<file path="src/include/flash_ctrl_pkg.sv">
package flash_ctrl_pkg;

	localparam int ADDR_W = 16;
	localparam int DATA_W = 8;

	// register locations seen by the cpu core
	localparam logic [15:0] STAGED_ADDR     = 16'h0FD0;
	localparam logic [15:0] COMMIT_ADDR     = 16'h0FD1;
	localparam logic [15:0] STANDBY_ADDR    = 16'h0FD2;
	localparam logic [15:0] PORT_CTRL_ADDR  = 16'h0FD3;
	localparam logic [15:0] SYS_CFG3_ADDR   = 16'h0FC0;
	localparam logic [15:0] SYS_COMMIT_ADDR = 16'h0FC1;

	// commit keys and field codes
	localparam logic [7:0] CFG_KEY   = 8'hD5;
	localparam logic [7:0] SYS_KEY   = 8'hD4;
	localparam logic [2:0] PROG_EN   = 3'h5;
	localparam logic [2:0] PROG_PROT = 3'h2;
	localparam logic [1:0] AREA_STD  = 2'h0;
	localparam logic [1:0] AREA_CODE = 2'h2;

	// staged / shadow configuration layout
	localparam int PROG_MSB    = 7;
	localparam int PROG_LSB    = 5;
	localparam int BOOT_BIT    = 4;
	localparam int AREA_MSB    = 3;
	localparam int AREA_LSB    = 2;
	localparam int MON_EN_BIT  = 5;
	localparam logic [7:0] STAGED_RESET = 8'h40;

	// system configuration and port control layout
	localparam int SYS_RAM_BIT   = 0;
	localparam int SYS_VEC_BIT   = 1;
	localparam logic [7:0] SYS_RESET = 8'h00;
	localparam int PORT_GEN_BIT  = 0;
	localparam int PORT_SCLK_BIT = 1;

	// address map
	localparam logic [15:0] WIN_LO       = 16'hC000;
	localparam logic [15:0] FLASH_LO     = 16'h1000;
	localparam logic [15:0] BOOT_LO      = 16'h1000;
	localparam logic [15:0] BOOT_DATA_HI = 16'h17FF;
	localparam logic [15:0] BOOT_CODE_HI = 16'h1FFF;
	localparam logic [15:0] RAM_LO       = 16'h0040;
	localparam logic [15:0] RAM_HI       = 16'h0FBF;

	// strap sampling: edges after release before the synchronised level is valid
	localparam logic [1:0] STRAP_SYNC_CYCLES = 2'h2;

	typedef enum logic [3:0] {
		TGT_NONE  = 4'b0001,
		TGT_FLASH = 4'b0010,
		TGT_RAM   = 4'b0100,
		TGT_BOOT  = 4'b1000
	} target_type;

	typedef enum logic [2:0] {
		OP_REG_WR = 3'h0,
		OP_REG_RD = 3'h1,
		OP_MEM_RD = 3'h2,
		OP_MEM_WR = 3'h3,
		OP_FETCH  = 3'h4,
		OP_IRQ    = 3'h5,
		OP_UNLOCK = 3'h6,
		OP_LOCK   = 3'h7
	} op_type;

	typedef enum logic [3:0] {
		ST_IDLE   = 4'b0001,
		ST_DRAIN  = 4'b0010,
		ST_STAGE  = 4'b0100,
		ST_COMMIT = 4'b1000
	} host_state_type;

endpackage

</file>
<file path="src/include/cpu_flash_if.sv">
`timescale 1ns/1ps
interface cpu_flash_if;
	// register transfers
	logic        reg_wr;
	logic        reg_rd;
	logic [15:0] reg_addr;
	logic [7:0]  reg_wdata;
	logic        reg_src_ram;
	logic [7:0]  reg_rdata;
	logic        reg_rvalid;
	// memory transfers and fetches
	logic        mem_req;
	logic        mem_wr;
	logic        mem_code;
	logic [15:0] mem_addr;
	logic [7:0]  mem_wdata;
	// interrupt vector request and status seen by the core
	logic        irq_vec;
	logic        vec_from_ram;
	logic        cmd_armed;
	logic        flash_busy;

	modport device (
		input  reg_wr, reg_rd, reg_addr, reg_wdata, reg_src_ram,
		input  mem_req, mem_wr, mem_code, mem_addr, mem_wdata, irq_vec,
		output reg_rdata, reg_rvalid, vec_from_ram, cmd_armed, flash_busy
	);

	modport host (
		output reg_wr, reg_rd, reg_addr, reg_wdata, reg_src_ram,
		output mem_req, mem_wr, mem_code, mem_addr, mem_wdata, irq_vec,
		input  reg_rdata, reg_rvalid, vec_from_ram, cmd_armed, flash_busy
	);
endinterface

</file>
<file path="src/flash_map_protect_ctrl.sv">
`timescale 1ns/1ps
// Operation
// - 101 then key D5 enables commands
// - 010 then key commits write protection
// - protected: command writes and toggle ignored
// - reset loads program field with 010
// - protection never aborts running sequence
// - core drains sequences before protecting
// - core keeps protection on normally
// - flash writes only through data space
// - area 10 mirrors code window into data
// - both upper windows hit same bytes
// - ram bit plus D4 maps ram
// - serial mode always maps ram
// - boot bit maps boot rom 1000-17FF
// - serial mode boot rom fixed ranges
// - serial mode boot bit reads one
// - standby writes only from ram code
// - flash access in standby resets
// - flash vector interrupt clears standby
// - ram vector interrupt keeps standby
// - serial mode holds port inputs fixed
// - enables release clock and general inputs
// - normal mode ignores port control
// - staged config copied on key only
module flash_map_protect_ctrl
	import flash_ctrl_pkg::*;
#(
	parameter int PORT_W = 8
) (
	input  wire logic              clk,
	input  wire logic              resetn,
	cpu_flash_if.device            bus,
	input  wire logic              array_busy,
	input  wire logic              spm_pin,
	input  wire logic [PORT_W-1:0] port_pins,
	input  wire logic              serial_clock_pin,
	input  wire logic              serial_receive_pin,
	output logic                   flash_cs,
	output logic                   flash_we,
	output logic                   flash_code_bank,
	output logic [15:0]            flash_addr,
	output logic [7:0]             flash_wdata,
	output logic                   ram_cs,
	output logic                   boot_cs,
	output logic                   cmd_enable,
	output logic                   standby_reset,
	output logic                   serial_mode,
	output logic [PORT_W-1:0]      port_gated,
	output logic                   serial_clock_gated,
	output logic                   serial_receive_gated
);

	localparam int SYNC_W = PORT_W + 3;

	// refused at elaboration: the gating needs at least one port bit
	if (PORT_W < 1) begin
		$error("PORT_W must be at least 1");
	end

	logic [SYNC_W-1:0] sync_meta;
	logic [SYNC_W-1:0] sync_pins;
	logic [1:0]        strap_cnt;
	logic [7:0]        flash_staged_config;
	logic [7:0]        shadow_config;
	logic [7:0]        system_config_three;
	logic [7:0]        system_shadow;
	logic              standby_bit;
	logic [1:0]        port_input_ctrl_reg;
	logic              busy_q;
	target_type        next_target;
	logic              next_code_bank;
	logic              boot_on;
	logic              ram_in_code;
	logic              area_code;
	logic              vec_ram;
	logic [15:0]       boot_hi;

	// every pin passes two flops; only sync_pins is read by logic
	always_ff @(posedge clk or negedge resetn) begin
		if (!resetn) begin
			sync_meta <= '0;
			sync_pins <= '0;
		end else begin
			sync_meta <= {spm_pin, serial_clock_pin, serial_receive_pin, port_pins};
			sync_pins <= sync_meta;
		end
	end

	// strap caught once the synchroniser holds a valid level after release
	always_ff @(posedge clk or negedge resetn) begin
		if (!resetn) begin
			strap_cnt   <= 2'h0;
			serial_mode <= 1'b0;
		end else if (strap_cnt != 2'h3) begin
			strap_cnt <= strap_cnt + 2'h1;
			if (strap_cnt == STRAP_SYNC_CYCLES) begin
				serial_mode <= sync_pins[SYNC_W-1];
			end
		end
	end

	// staged flash configuration, written freely, acts only via shadow
	always_ff @(posedge clk or negedge resetn) begin
		if (!resetn) begin
			flash_staged_config <= STAGED_RESET;
		end else if (bus.reg_wr && bus.reg_addr == STAGED_ADDR) begin
			flash_staged_config <= bus.reg_wdata;
		end
	end

	always_ff @(posedge clk or negedge resetn) begin
		if (!resetn) begin
			shadow_config <= STAGED_RESET;
		end else if (bus.reg_wr && bus.reg_addr == COMMIT_ADDR && bus.reg_wdata == CFG_KEY) begin
			shadow_config <= flash_staged_config;
		end
	end

	// system map: staged ram/vector bits, active after their own key
	always_ff @(posedge clk or negedge resetn) begin
		if (!resetn) begin
			system_config_three <= SYS_RESET;
			system_shadow       <= SYS_RESET;
		end else begin
			if (bus.reg_wr && bus.reg_addr == SYS_CFG3_ADDR) begin
				system_config_three <= bus.reg_wdata;
			end
			if (bus.reg_wr && bus.reg_addr == SYS_COMMIT_ADDR && bus.reg_wdata == SYS_KEY) begin
				system_shadow <= system_config_three;
			end
		end
	end

	// software write wins over the interrupt clear in the same cycle
	always_ff @(posedge clk or negedge resetn) begin
		if (!resetn) begin
			standby_bit <= 1'b0;
		end else if (bus.reg_wr && bus.reg_addr == STANDBY_ADDR && bus.reg_src_ram) begin
			standby_bit <= bus.reg_wdata[0];
		end else if (bus.irq_vec && !vec_ram) begin
			standby_bit <= 1'b0;
		end
	end

	// port control only writable in serial mode
	always_ff @(posedge clk or negedge resetn) begin
		if (!resetn) begin
			port_input_ctrl_reg <= 2'b00;
		end else if (bus.reg_wr && bus.reg_addr == PORT_CTRL_ADDR && serial_mode) begin
			port_input_ctrl_reg <= bus.reg_wdata[1:0];
		end
	end

	// effective map settings
	// only 101 arms commands
	assign cmd_enable  = (shadow_config[PROG_MSB:PROG_LSB] == PROG_EN);
	assign area_code   = (shadow_config[AREA_MSB:AREA_LSB] == AREA_CODE);
	assign ram_in_code = serial_mode | system_shadow[SYS_RAM_BIT];
	assign boot_on     = serial_mode | shadow_config[BOOT_BIT];
	assign vec_ram     = system_shadow[SYS_VEC_BIT];
	assign boot_hi     = (serial_mode && bus.mem_code) ? BOOT_CODE_HI : BOOT_DATA_HI;

	// address decode for one memory transfer or fetch
	always_comb begin
		next_target    = TGT_NONE;
		next_code_bank = bus.mem_code;
		if (!bus.mem_code && bus.mem_addr >= RAM_LO && bus.mem_addr <= RAM_HI) begin
			next_target = TGT_RAM;
		end else if (bus.mem_code && ram_in_code && bus.mem_addr >= RAM_LO
				&& bus.mem_addr <= RAM_HI) begin
			next_target = TGT_RAM;
		end else if (boot_on && bus.mem_addr >= BOOT_LO && bus.mem_addr <= boot_hi) begin
			next_target = TGT_BOOT;
		end else if (bus.mem_addr >= FLASH_LO) begin
			next_target = TGT_FLASH;
			if (!bus.mem_code && area_code && bus.mem_addr >= WIN_LO) begin
				next_code_bank = 1'b1;
			end
		end
	end

	// registered strobes toward the memories
	always_ff @(posedge clk or negedge resetn) begin
		if (!resetn) begin
			flash_cs        <= 1'b0;
			flash_we        <= 1'b0;
			ram_cs          <= 1'b0;
			boot_cs         <= 1'b0;
			standby_reset   <= 1'b0;
			flash_code_bank <= 1'b0;
			flash_addr      <= 16'h0000;
			flash_wdata     <= 8'h00;
		end else begin
			flash_cs <= bus.mem_req && next_target == TGT_FLASH && !standby_bit;
			flash_we <= bus.mem_req && next_target == TGT_FLASH && !standby_bit
				&& bus.mem_wr && !bus.mem_code && cmd_enable;
			ram_cs  <= bus.mem_req && next_target == TGT_RAM;
			boot_cs <= bus.mem_req && next_target == TGT_BOOT;
			standby_reset   <= bus.mem_req && next_target == TGT_FLASH && standby_bit;
			flash_code_bank <= next_code_bank;
			flash_addr      <= bus.mem_addr;
			flash_wdata     <= bus.mem_wdata;
		end
	end

	// register read port, answered one cycle after the request
	always_ff @(posedge clk or negedge resetn) begin
		if (!resetn) begin
			bus.reg_rdata  <= 8'h00;
			bus.reg_rvalid <= 1'b0;
			busy_q         <= 1'b0;
		end else begin
			bus.reg_rvalid <= bus.reg_rd;
			busy_q         <= array_busy;
			if (bus.reg_addr == STAGED_ADDR) begin
				bus.reg_rdata <= flash_staged_config | (8'(serial_mode) << BOOT_BIT);
			end else if (bus.reg_addr == COMMIT_ADDR) begin
				// monitor of the active shadow
				bus.reg_rdata <= {2'b00, cmd_enable, boot_on,
					shadow_config[AREA_MSB:AREA_LSB], 2'b00};
			end else if (bus.reg_addr == PORT_CTRL_ADDR) begin
				bus.reg_rdata <= serial_mode ? {6'h00, port_input_ctrl_reg} : 8'h00;
			end else if (bus.reg_addr == SYS_CFG3_ADDR) begin
				bus.reg_rdata <= system_config_three;
			end else begin
				// standby register, system commit register and unmapped read zero
				bus.reg_rdata <= 8'h00;
			end
		end
	end

	assign bus.vec_from_ram = vec_ram;
	assign bus.cmd_armed    = cmd_enable;
	assign bus.flash_busy   = busy_q;

	// port input gating; receive stays live so the loader can talk
	always_ff @(posedge clk or negedge resetn) begin
		if (!resetn) begin
			port_gated           <= '0;
			serial_clock_gated   <= 1'b0;
			serial_receive_gated <= 1'b0;
		end else begin
			serial_receive_gated <= sync_pins[PORT_W];
			if (serial_mode) begin
				port_gated <= port_input_ctrl_reg[PORT_GEN_BIT]
					? sync_pins[PORT_W-1:0] : '0;
				serial_clock_gated <= port_input_ctrl_reg[PORT_SCLK_BIT]
					& sync_pins[PORT_W+1];
			end else begin
				port_gated         <= sync_pins[PORT_W-1:0];
				serial_clock_gated <= sync_pins[PORT_W+1];
			end
		end
	end

endmodule

</file>
<file path="src/flat_wrapper.sv">
// flat-port wrapper written by rule: the top's interface ports become plain ports
module flash_map_protect_ctrl_flat import flash_ctrl_pkg::*;
#(
	parameter int PORT_W = 8
)
  (clk, resetn, array_busy, spm_pin, port_pins, serial_clock_pin, serial_receive_pin, flash_cs, flash_we, flash_code_bank, flash_addr, flash_wdata, ram_cs, boot_cs, cmd_enable, standby_reset, serial_mode, port_gated, serial_clock_gated, serial_receive_gated, bus_reg_wr, bus_reg_rd, bus_reg_addr, bus_reg_wdata, bus_reg_src_ram, bus_mem_req, bus_mem_wr, bus_mem_code, bus_mem_addr, bus_mem_wdata, bus_irq_vec, bus_reg_rdata, bus_reg_rvalid, bus_vec_from_ram, bus_cmd_armed, bus_flash_busy);
  cpu_flash_if bus_i ();
  input  wire logic clk;
  input  wire logic resetn;
  input  wire logic array_busy;
  input  wire logic spm_pin;
  input  wire logic [PORT_W-1:0] port_pins;
  input  wire logic serial_clock_pin;
  input  wire logic serial_receive_pin;
  output logic flash_cs;
  output logic flash_we;
  output logic flash_code_bank;
  output logic [15:0] flash_addr;
  output logic [7:0] flash_wdata;
  output logic ram_cs;
  output logic boot_cs;
  output logic cmd_enable;
  output logic standby_reset;
  output logic serial_mode;
  output logic [PORT_W-1:0] port_gated;
  output logic serial_clock_gated;
  output logic serial_receive_gated;
  input wire logic [$bits(bus_i.reg_wr)-1:0] bus_reg_wr;
  input wire logic [$bits(bus_i.reg_rd)-1:0] bus_reg_rd;
  input wire logic [$bits(bus_i.reg_addr)-1:0] bus_reg_addr;
  input wire logic [$bits(bus_i.reg_wdata)-1:0] bus_reg_wdata;
  input wire logic [$bits(bus_i.reg_src_ram)-1:0] bus_reg_src_ram;
  input wire logic [$bits(bus_i.mem_req)-1:0] bus_mem_req;
  input wire logic [$bits(bus_i.mem_wr)-1:0] bus_mem_wr;
  input wire logic [$bits(bus_i.mem_code)-1:0] bus_mem_code;
  input wire logic [$bits(bus_i.mem_addr)-1:0] bus_mem_addr;
  input wire logic [$bits(bus_i.mem_wdata)-1:0] bus_mem_wdata;
  input wire logic [$bits(bus_i.irq_vec)-1:0] bus_irq_vec;
  output wire logic [$bits(bus_i.reg_rdata)-1:0] bus_reg_rdata;
  output wire logic [$bits(bus_i.reg_rvalid)-1:0] bus_reg_rvalid;
  output wire logic [$bits(bus_i.vec_from_ram)-1:0] bus_vec_from_ram;
  output wire logic [$bits(bus_i.cmd_armed)-1:0] bus_cmd_armed;
  output wire logic [$bits(bus_i.flash_busy)-1:0] bus_flash_busy;
  assign bus_i.reg_wr = bus_reg_wr;
  assign bus_i.reg_rd = bus_reg_rd;
  assign bus_i.reg_addr = bus_reg_addr;
  assign bus_i.reg_wdata = bus_reg_wdata;
  assign bus_i.reg_src_ram = bus_reg_src_ram;
  assign bus_i.mem_req = bus_mem_req;
  assign bus_i.mem_wr = bus_mem_wr;
  assign bus_i.mem_code = bus_mem_code;
  assign bus_i.mem_addr = bus_mem_addr;
  assign bus_i.mem_wdata = bus_mem_wdata;
  assign bus_i.irq_vec = bus_irq_vec;
  assign bus_reg_rdata = bus_i.reg_rdata;
  assign bus_reg_rvalid = bus_i.reg_rvalid;
  assign bus_vec_from_ram = bus_i.vec_from_ram;
  assign bus_cmd_armed = bus_i.cmd_armed;
  assign bus_flash_busy = bus_i.flash_busy;
  flash_map_protect_ctrl #(.PORT_W(PORT_W)) u_core (.clk(clk), .resetn(resetn), .bus(bus_i), .array_busy(array_busy), .spm_pin(spm_pin), .port_pins(port_pins), .serial_clock_pin(serial_clock_pin), .serial_receive_pin(serial_receive_pin), .flash_cs(flash_cs), .flash_we(flash_we), .flash_code_bank(flash_code_bank), .flash_addr(flash_addr), .flash_wdata(flash_wdata), .ram_cs(ram_cs), .boot_cs(boot_cs), .cmd_enable(cmd_enable), .standby_reset(standby_reset), .serial_mode(serial_mode), .port_gated(port_gated), .serial_clock_gated(serial_clock_gated), .serial_receive_gated(serial_receive_gated));
endmodule
</file>
<file path="config.mk">
export PLATFORM = sky130hd
export DESIGN_NAME = flash_map_protect_ctrl_flat
export DESIGN_NICKNAME = d
export VERILOG_FILES = /design/src/include/flash_ctrl_pkg.sv /design/src/include/cpu_flash_if.sv /design/src/flash_map_protect_ctrl.sv /design/src/flat_wrapper.sv
export SDC_FILE = /design/constraint.sdc
export NUM_CORES = 1
export LEC_CHECK = 0
export ABC_AREA = 1
export BUFFER_PORTS_ARGS = -buffer_cell sky130_fd_sc_hd__buf_2
export CORE_ASPECT_RATIO = 0.5
export CORE_MARGIN = 5
export CORE_UTILIZATION = 54
export DETAILED_ROUTE_END_ITERATION = 10
export PLACE_DENSITY = 0.86
export SYNTH_ARGS = -nofsm -noshare
export SYNTH_HDL_FRONTEND = slang
export SYNTH_SLANG_ARGS = --single-unit
</file>
<file path="constraint.sdc">
create_clock -name clk -period 2.4 [get_ports clk]
set_input_delay 0.48 -clock clk [delete_from_list [all_inputs] [get_ports clk]]
set_output_delay 0.48 -clock clk [all_outputs]
set_load 0.01 [all_outputs]
</file>
# --- Yosys cells after proc, flatten, opt, wreduce, memory -nomap -nowiden ---
# Index checks and enable logic that the tools add are counted.
word_totals:
  reg_bits: 104
  input_bits: 69
  wordCells: 103
  output_inout_bits: 54
op_classes:
  muxes: 20
  n_reduce_logical: 34
  n_bitwise: 4
  add_sub_neg: 1
  eq_ne: 15
  n_lt_le_gt_ge: 5
ops:
  columns: ["op", "count"]
  rows:
  - ["16-bit by 12-bit equality test with 1-bit output, second input constant", 6]
  - ["8-bit two-way mux", 6]
  - ["1-bit logical AND", 29]
  - ["8-bit equality test, second input constant", 2]
  - ["16-bit by 13-bit >= comparator with 1-bit output, second input constant", 1]
  - ["16-bit >= comparator, second input constant", 1]
  - ["16-bit by 7-bit >= comparator with 1-bit output, second input constant", 1]
  - ["16-bit by 12-bit less-or-equal comparator with 1-bit output, second input constant", 1]
  - ["16-bit less-or-equal comparator", 1]
  - ["12-bit two-way mux", 1]
  - ["4-bit two-way mux", 3]
  - ["1-bit two-way mux", 8]
  - ["8-bit by 5-bit bitwise OR with 8-bit output", 1]
  - ["2-bit equality test, second input constant", 2]
  - ["4-bit by 2-bit equality test with 1-bit output, second input constant", 1]
  - ["4-bit by 3-bit equality test with 1-bit output, second input constant", 1]
  - ["4-bit equality test, second input constant", 1]
  - ["2-bit two-way mux", 2]
  - ["3-bit equality test, second input constant", 1]
  - ["1-bit zero test", 3]
  - ["2-bit by 1-bit adder with 2-bit output, second input constant", 1]
  - ["2-bit inequality test, second input constant", 1]
  - ["1-bit bitwise OR", 2]
  - ["2-bit AND reduction", 1]
  - ["other kinds (2)", 2]

# --- Longest topological paths before layout ---
# Gate-level depths: netlist of the first run.
logic_depth:
  depth_word: 13
  mapped_depth: 10
  ltp_nobuf: 10

# --- Least setup slack after synthesis of the first run ---
# OpenSTA, ideal clock, no wires.
synth_path:
  kind: "register -> register"
  start: "reg u_core.serial_mode"
  end: "reg u_core.flash_we"
  arrival_time_ns: 1.434
  stages_incl_launch_ff: 11
  required_time_ns: 2.283
  period_less_slack_ns: 1.550
  setup_slack_ns: 0.850
  path_cell_list: "dfrtp_1 -> clkbuf_1 -> nand2_1 -> ha_1 -> nand2_1 -> nor2_1 -> nand3_1 -> nand2_1 -> nand2_1 -> nand4_1 -> nor2_1"
synth_via:
  elab_chain_len: 13
synth_rtl:
  columns: ["element", "line", "source"]
  rows:
  - ["from (decl)", "flash_map_protect_ctrl.sv:48", "output logic serial_mode,"]
  - ["from (signal assigned)", "flash_map_protect_ctrl.sv:98", "serial_mode <= sync_pins[SYNC_W-1];"]
  - ["1-bit logical AND", "flash_map_protect_ctrl.sv:162", "assign boot_hi = (serial_mode && bus.mem_code) ? BOOT_CODE_HI : BOOT_DATA_HI;"]
  - ["12-bit two-way mux", "flash_map_protect_ctrl.sv:162", null]
  - ["16-bit less-or-equal comparator", "flash_map_protect_ctrl.sv:173", "end else if (boot_on && bus.mem_addr >= BOOT_LO && bus.mem_addr <= boot_hi) begin"]
  - ["1-bit logical AND", "flash_map_protect_ctrl.sv:173", null]
  - ["4-bit two-way mux", "flash_map_protect_ctrl.sv:173", null]
  - ["4-bit two-way mux *", "flash_map_protect_ctrl.sv:170", "end else if (bus.mem_code && ram_in_code && bus.mem_addr >= RAM_LO"]
  - ["4-bit two-way mux *", "flash_map_protect_ctrl.sv:168", "if (!bus.mem_code && bus.mem_addr >= RAM_LO && bus.mem_addr <= RAM_HI) begin"]
  - ["4-bit by 2-bit equality test with 1-bit output *", "flash_map_protect_ctrl.sv:196", "flash_we <= bus.mem_req && next_target == TGT_FLASH && !standby_bit"]
  - ["1-bit logical AND * (2 in series)", "flash_map_protect_ctrl.sv:196", null]
  - ["1-bit logical AND * (3 in series)", "flash_map_protect_ctrl.sv:197", "&& bus.mem_wr && !bus.mem_code && cmd_enable;"]
  - ["to (signal assigned)", "flash_map_protect_ctrl.sv:196", null]
  - ["to (decl)", "flash_map_protect_ctrl.sv:40", "output logic flash_we,"]
# Mark *: on every way between the ends. The rest lies on a longest branch, timed or not.
# A chain may end at the register's enable or synchronous reset.

# --- Worst setup path in the final report of the first run ---
layout_path:
  start: "reg u_core.serial_mode"
  end: "reg u_core.flash_cs"
layout_via:
  elab_chain_len: 10
layout_rtl:
  columns: ["element", "line", "source"]
  rows:
  - ["1-bit logical AND", "flash_map_protect_ctrl.sv:162", null]
  - ["12-bit two-way mux", "flash_map_protect_ctrl.sv:162", null]
  - ["16-bit less-or-equal comparator", "flash_map_protect_ctrl.sv:173", null]
  - ["1-bit logical AND", "flash_map_protect_ctrl.sv:173", null]
  - ["4-bit two-way mux", "flash_map_protect_ctrl.sv:173", null]
  - ["4-bit two-way mux *", "flash_map_protect_ctrl.sv:170", null]
  - ["4-bit two-way mux *", "flash_map_protect_ctrl.sv:168", null]
  - ["4-bit by 2-bit equality test with 1-bit output *", "flash_map_protect_ctrl.sv:195", "flash_cs <= bus.mem_req && next_target == TGT_FLASH && !standby_bit;"]
  - ["1-bit logical AND * (2 in series)", "flash_map_protect_ctrl.sv:195", null]
  - ["to (signal assigned)", "flash_map_protect_ctrl.sv:195", null]
  - ["to (decl)", "flash_map_protect_ctrl.sv:39", "output logic flash_cs,"]
# Marks and branches as above.

==> results of run 1 <==
path summary, 6_finish.rpt:
kind,startpoint,to,slack [ns],cells after the start
max,u_core.serial_mode$_DFFE_PN0P_,u_core.flash_cs$_DFF_PN0_,0.65,9
min,resetn,u_core.shadow_config[7]$_DFFE_PN0P_,0.12,1
max reg2reg,u_core.serial_mode$_DFFE_PN0P_,u_core.flash_cs$_DFF_PN0_,0.65,9
min reg2reg,u_core.sync_meta[6]$_DFF_PN0_,u_core.sync_pins[6]$_DFF_PN0_,0.35,0
max in group asynchronous,resetn,u_core.system_shadow[1]$_DFFE_PN0P_,1.65,2
min in group clk,bus_mem_wdata[4],u_core.flash_wdata[4]$_DFF_PN0_,0.24,1
cell families (layout without fill, tap and decap cells):
family                     count (synthesis)  count (layout)
DFF                                      102             102
AOI/OAI and AO/OA                         31              31
buffers and inverters                     50             183
and+or+nand+nor                          176             176
adders and majority gates                  3               3
xor gates and xnor gates                   1               1
worst max-delay path: cells and delay by family, from the launching register on:
kind                     cells  cell delay, ns
adder cells (fa/ha/maj)      1            0.30
flip-flops                   1            0.60
AND/OR/NAND/NOR              7            0.67
buffers and inverters        1            0.06
cell usage after synthesis, drive strengths merged:
cell,instances
a21oi,5
and2,1
buf,5
clkbuf,2
clkinv,1
dfrtp,100
dfstp,2
ha,3
inv,42
nand2,89
nand3,18
nand4,20
nor2,41
nor3,6
o2111ai,1
o21a,1
o21ai,23
o41ai,1
or2,1
xnor2,1
metal layers:
metal	GRT usage	share of wire	up-vias	routed length, µm
li1	-	-	1417	-
met1	0.254	0.41	1406	3620
met2	0.345	0.51	92	4510
met3	0.0569	0.074	6	655
met4	0.0570	0.0084	0	74
met5	0	0	-	0
placed cells by master, fill, tap and decap left out, drive strengths merged:
cell type and n:
and2 1, o21a 1, dfstp 2, nor3 6
inv 43, clkinv 4, xnor2 1, nand3 18
nor2 41, nand2 89, ha 3, clkinvlp 1
o2111ai 1, o21ai 23, o41ai 1, bufinv 1
or2 1, a21oi 5, buf 124, dfrtp 100
nand4 20, clkbuf 10
per-stage QoR:
| stage | setup WS [ns] | power, mW | area [µm²] | utilization | hold WS (ns) |
|---|---|---|---|---|---|
| 6_report | 0.651 | 3.49 | 4850 | 0.715 | 0.116 |
| 5_1_grt | 0.506 | 3.62 | 4850 | 0.715 | 0.155 |
| 2_1_floorplan | 0.850 | 1.89 | 3830 | - | 0.184 |
| 4_1_cts | 0.663 | 3.53 | 4850 | 0.715 | 0.127 |
| 3_3_place_gp | 0.571 | 2.04 | 4540 | 0.669 | 0.332 |
| 3_5_place_dp | 0.542 | 2.05 | 4540 | 0.669 | 0.335 |
area by class of cell:
class / instances / area, µm² / area share
multi-input cells: 211 / 1060 / 0.220
inverters: 43 / 163 / 0.0335
clock buffers: 10 / 229 / 0.0472
well taps: 92 / 115 / 0.0237
flip-flops and latches: 102 / 2550 / 0.527
repair buffers: 124 / 641 / 0.132
clock inverters: 6 / 82.6 / 0.0170
power groups by stage:
stage / clock (mW) / combinational (mW) / sequential [mW]
after floorplan: 0 / 0.0593 / 1.84
after global placement: 0 / 0.224 / 1.82
after detailed placement: 0 / 0.231 / 1.82
after CTS: 1.50 / 0.234 / 1.79
after global routing: 1.57 / 0.256 / 1.79
final: 1.47 / 0.229 / 1.79
==> impl_metrics.ini, run 1 <==
[status]
status = completed

[logic_synthesis]
syn_inst = 363
yosys.area.top_type = dfrtp_1
ys_types = 30
synth-adder-area-share = 0.00979
synth_top_family_by_area = simple AND/OR/NAND/NOR gates
netlist_area_um2 = 3830
muxShareOfSynthArea = 0
synth_area_leaders = dfrtp_1, nand2_1, inv_1
synth-compound-area-share = 0.0431
syn-mean-instance-area_um2 = 10.6
synth_top_cell_area_share = 0.653
yosys_warnings = 0
ys_ff_latch = 102
synthSimpleGateAreaFrac = 0.223
synth-xor-area-share = 0.00229
syn_nets = 435
seq_area_frac_synth = 0.667

[clock_tree]
cts_buffers = 9
cts.clk_slew.worst_paths_ns = 0.07
cts_setup_buffers = 0
insertion_delay_ns = 0.34
htree_levels = 3
hold_buffers = 0
cts_tree = built
cts.sinks = 102
clock_path_buffers = 2
cts-root-buf = clkbuf_16
cts_resized = 0

[critical_path]
worstPathRequired_ns = 2.63
arrival_ns = 1.98
max_stage_delay_ns = 0.60
worstPathMaxFanout = 12
worstSetupPathType = reg -> reg
crit_path_start_kind = flop
cp_slowest_cell = dfrtp_1
cpMostUsedCell = nand2_1
crit_path_end_kind = flop
crit_chain = nand2_1 -> ha_1 -> nand2_1 -> nor2_1 -> nand3_1 -> nand2_1 -> nand2_1 -> nand4_1 -> inv_1

[timing]
layout_min_cycle_time_ns = 1.75
max_freq_mhz = 572
fin_skew_ns = 0.00517
finalSetupTns_ns = 0
rsz0062_at_grt = false
drv_slew = 0
hold_viol = 0
tightestPinTransition_ns = 0.605
slew-limit-headroom = 0.595
setup_viol = 0
finalCritPeriodShare = 0.729

[placement]
dpl.cell_count = 572
portBuffers = 122
gp_congestion = 0.915
hpwl_um = 6780

[cells_and_area]
largest_reg_flops = 16
nNetsFinal = 563
layout-drive-gt1-share = 0.313
area_delta_synth_final_pct = 26.5
largest-register = u_core.flash_addr
reg.largest.list = u_core.flash_addr x16, u_core.sync_meta x11, u_core.sync_pins x11
nFillCells = 501
final_cells = 588
antenna_cells = 0

[global_routing]
gr-usage-all-layers = 0.203
grt_max_degree = 47
grt_pass1_wl_um = 14100
grt_pass1_vias = 2903
grt.overflow.total = 0
antenna_found_initial = 0

[die]
rows = 21
core_um2 = 6780
dieWidth_um = 129
ios = 123
dieArea_um2 = 8980
die_h_um = 69.6
start_util = 0.565

[route]
drtPass1Iterations = 4
postRouteWirelength_um = 8860
post_drt_wl_per_cell_um = 15.1
ant_nets = 0
vias = 2921
drt_iter0_markers = 224
viasPerCell = 4.97
drc_errors = 0

[power]
peakVddDrop_uv = 336
seq_power_share = 0.512
clockPowerShare = 0.422
p_leak_nw = 2.59
p_int_mw = 2.68
p_per_area_nw_per_um2 = 720
swShare = 0.231
switchingPower_mw = 0.806
combPwrFrac = 0.066

[flow_run]
maxCapViolations = 0

[min_path]
min-delay-path-class = in -> async
No activity file was read; power rests on OpenSTA's default activity.
==> inputs of run 2 (changes only) <==
--- a/config.mk
+++ b/config.mk
@@ -9,9 +9,9 @@
 export BUFFER_PORTS_ARGS = -buffer_cell sky130_fd_sc_hd__buf_2
 export CORE_ASPECT_RATIO = 0.5
 export CORE_MARGIN = 5
-export CORE_UTILIZATION = 54
+export CORE_UTILIZATION = 45
 export DETAILED_ROUTE_END_ITERATION = 10
-export PLACE_DENSITY = 0.86
+export PLACE_DENSITY = 0.77
 export SYNTH_ARGS = -nofsm -noshare
 export SYNTH_HDL_FRONTEND = slang
 export SYNTH_SLANG_ARGS = --single-unit
==> constraint.sdc (replaced) <==
create_clock -name clk -period 1.45 [get_ports clk]
set_input_delay 0.29 -clock clk [delete_from_list [all_inputs] [get_ports clk]]
set_output_delay 0.29 -clock clk [all_outputs]
set_load 0.01 [all_outputs]
==> impl_metrics.ini, run 2 (synthesis gave the netlist of run 1 again) <==
[status]
status = completed

[min_path]
holdPathStages = 1
min-delay-path-class = in -> reg
hold_start = port_pins[7]
min_to = u_core.sync_meta[7]$_DFF_PN0_

[flow_run]
maxCapViolations = 0

[global_routing]
gr-usage-all-layers = 0.180
grt_pass1_wl_um = 14500
grt_pass1_vias = 3010
antenna_found_initial = 0
grt.overflow.total = 0
grt_max_degree = 44

[timing]
finalSetupTns_ns = 0
drv_slew = 0
layout_min_cycle_time_ns = 1.37
slew-limit-headroom = 0.766
setup_ws_ns = 0.0768
hold_viol = 0
tightestPinTransition_ns = 0.351
max_freq_mhz = 728
rsz0062_at_grt = false
fin_skew_ns = 0.00263
setup_viol = 0
finalCritPeriodShare = 0.947

[die]
start_util = 0.471
die_h_um = 75.3
dieWidth_um = 141
rows = 23
ios = 123
dieArea_um2 = 10600
core_um2 = 8140

[cells_and_area]
layout-drive-gt1-share = 0.340
nFillCells = 655
mostFrequentLayoutCells = buf_2, dfrtp_1, nand2_1
reg.largest.list = u_core.flash_addr x16, u_core.sync_meta x11, u_core.sync_pins x11
final_common_cell = buf_2
multi_input_area_um2 = 1080
area_delta_synth_final_pct = 31.5
largest_reg_flops = 16
largest-register = u_core.flash_addr
register_area_um2 = 2550
nNetsFinal = 581
antenna_cells = 0

[route]
postRouteWirelength_um = 8910
vias = 2980
post_drt_wl_per_cell_um = 14.2
drc_errors = 0
drt_iter0_markers = 245
ant_nets = 0
viasPerCell = 4.76
drtPass1Iterations = 4

[critical_path]
max_stage_delay_ns = 0.57
crit_path_start_kind = flop
path_buf_inv = 1
worstSetupPathType = reg -> out
rr_startpoint = u_core.serial_mode$_DFFE_PN0P_
r2r.worst_path.cells = 9
worstPathMaxFanout = 3
cp_slowest_cell = dfstp_2
rrSetupSlack_ns = 0.15
path_delay_family = flip-flops
arrival_ns = 1.08
crit_path_end_kind = output pin
crit_chain = nor2_4 -> buf_2
worstPathRequired_ns = 1.16
timing.rr.end = u_core.flash_we$_DFF_PN0_

[power]
p_leak_nw = 2.69
peakVddDrop_uv = 697
p_per_area_nw_per_um2 = 1160

[clock_tree]
cts_buffers = 9
cts.clk_slew.worst_paths_ns = 0.06
clock_path_buffers = 2
cts.sinks = 102
cts-root-buf = clkbuf_16
insertion_delay_ns = 0.34
cts_tree = built
htree_levels = 3

[placement]
portBuffers = 122
hpwl_um = 6780
pre_cts_ws_ns = -0.181
gp_congestion = 0.859
[run 2: repair_timing]
| action | CTS | global route |
|---|---|---|
| resized for setup | 2 | 2 |
| pin swaps | 0 | 2 |
| endpoints found under the hold margin | 21 | 0 |
| buffers inserted | 0 | 1 |
| setup endpoints to repair | 2 | 5 |
| hold buffers | 1 | 0 |
[run 2: final cells by class]
type | instances | share of cell area
clock inverter | 6 | 0.0171
tap | 112 | 0.0278
multi-input combinational | 211 | 0.214
sequential | 102 | 0.507
inverter | 43 | 0.0323
clock buffer | 10 | 0.0454
timing repair buffer | 142 | 0.157
[run 2: worst max path at each step]
stage,start,endpoint,cells past startpoint,slack (ns)
4_1_cts,u_core.shadow_config[7]$_DFFE_PN0P_,cmd_enable,3,0.03
2_1_floorplan,u_core.serial_mode$_DFFE_PN0P_,u_core.flash_we$_DFF_PN0_,10,0.02
3_3_place_gp,bus_reg_addr[15],u_core.bus.reg_rdata[1]$_DFF_PN0_,9,-0.07
5_1_grt,u_core.serial_mode$_DFFE_PN0P_,u_core.flash_we$_DFF_PN0_,9,0.002
3_5_place_dp,bus_reg_addr[15],u_core.bus.reg_rdata[1]$_DFF_PN0_,9,-0.18
6_report,u_core.shadow_config[6]$_DFFE_PN1P_,cmd_enable,2,0.08
[run 2: power breakdown]
part	internal [mW]	switching, mW	leakage [nW]	total, mW
clock	1.51	0.980	0.152	2.49
sequential	2.93	0.0193	1.27	2.95
combinational	0.168	0.241	1.27	0.408
total	4.61	1.24	2.69	5.85
[run 2: metrics by stage]
step	hold WS, ns	util	power, mW	std cells	instance area, µm²
finish	0.0515	0.619	5.85	626	5040
global route	0.0291	0.619	6.10	626	5040
CTS	0.0398	0.617	5.91	625	5030
detailed placement	0.218	0.577	3.42	608	4700
global placement	0.216	0.577	3.41	608	4700
floorplan	-0.00559	-	3.14	363	3840
[run 2: per-layer routing]
| layer | routed length (µm) | track usage | vias up |
|---|---|---|---|
| met5 | 0 | 0 | - |
| met4 | 90 | 0.0612 | 0 |
| met3 | 755 | 0.0609 | 12 |
| met2 | 4560 | 0.310 | 111 |
| met1 | 3510 | 0.217 | 1407 |
| li1 | - | - | 1450 |
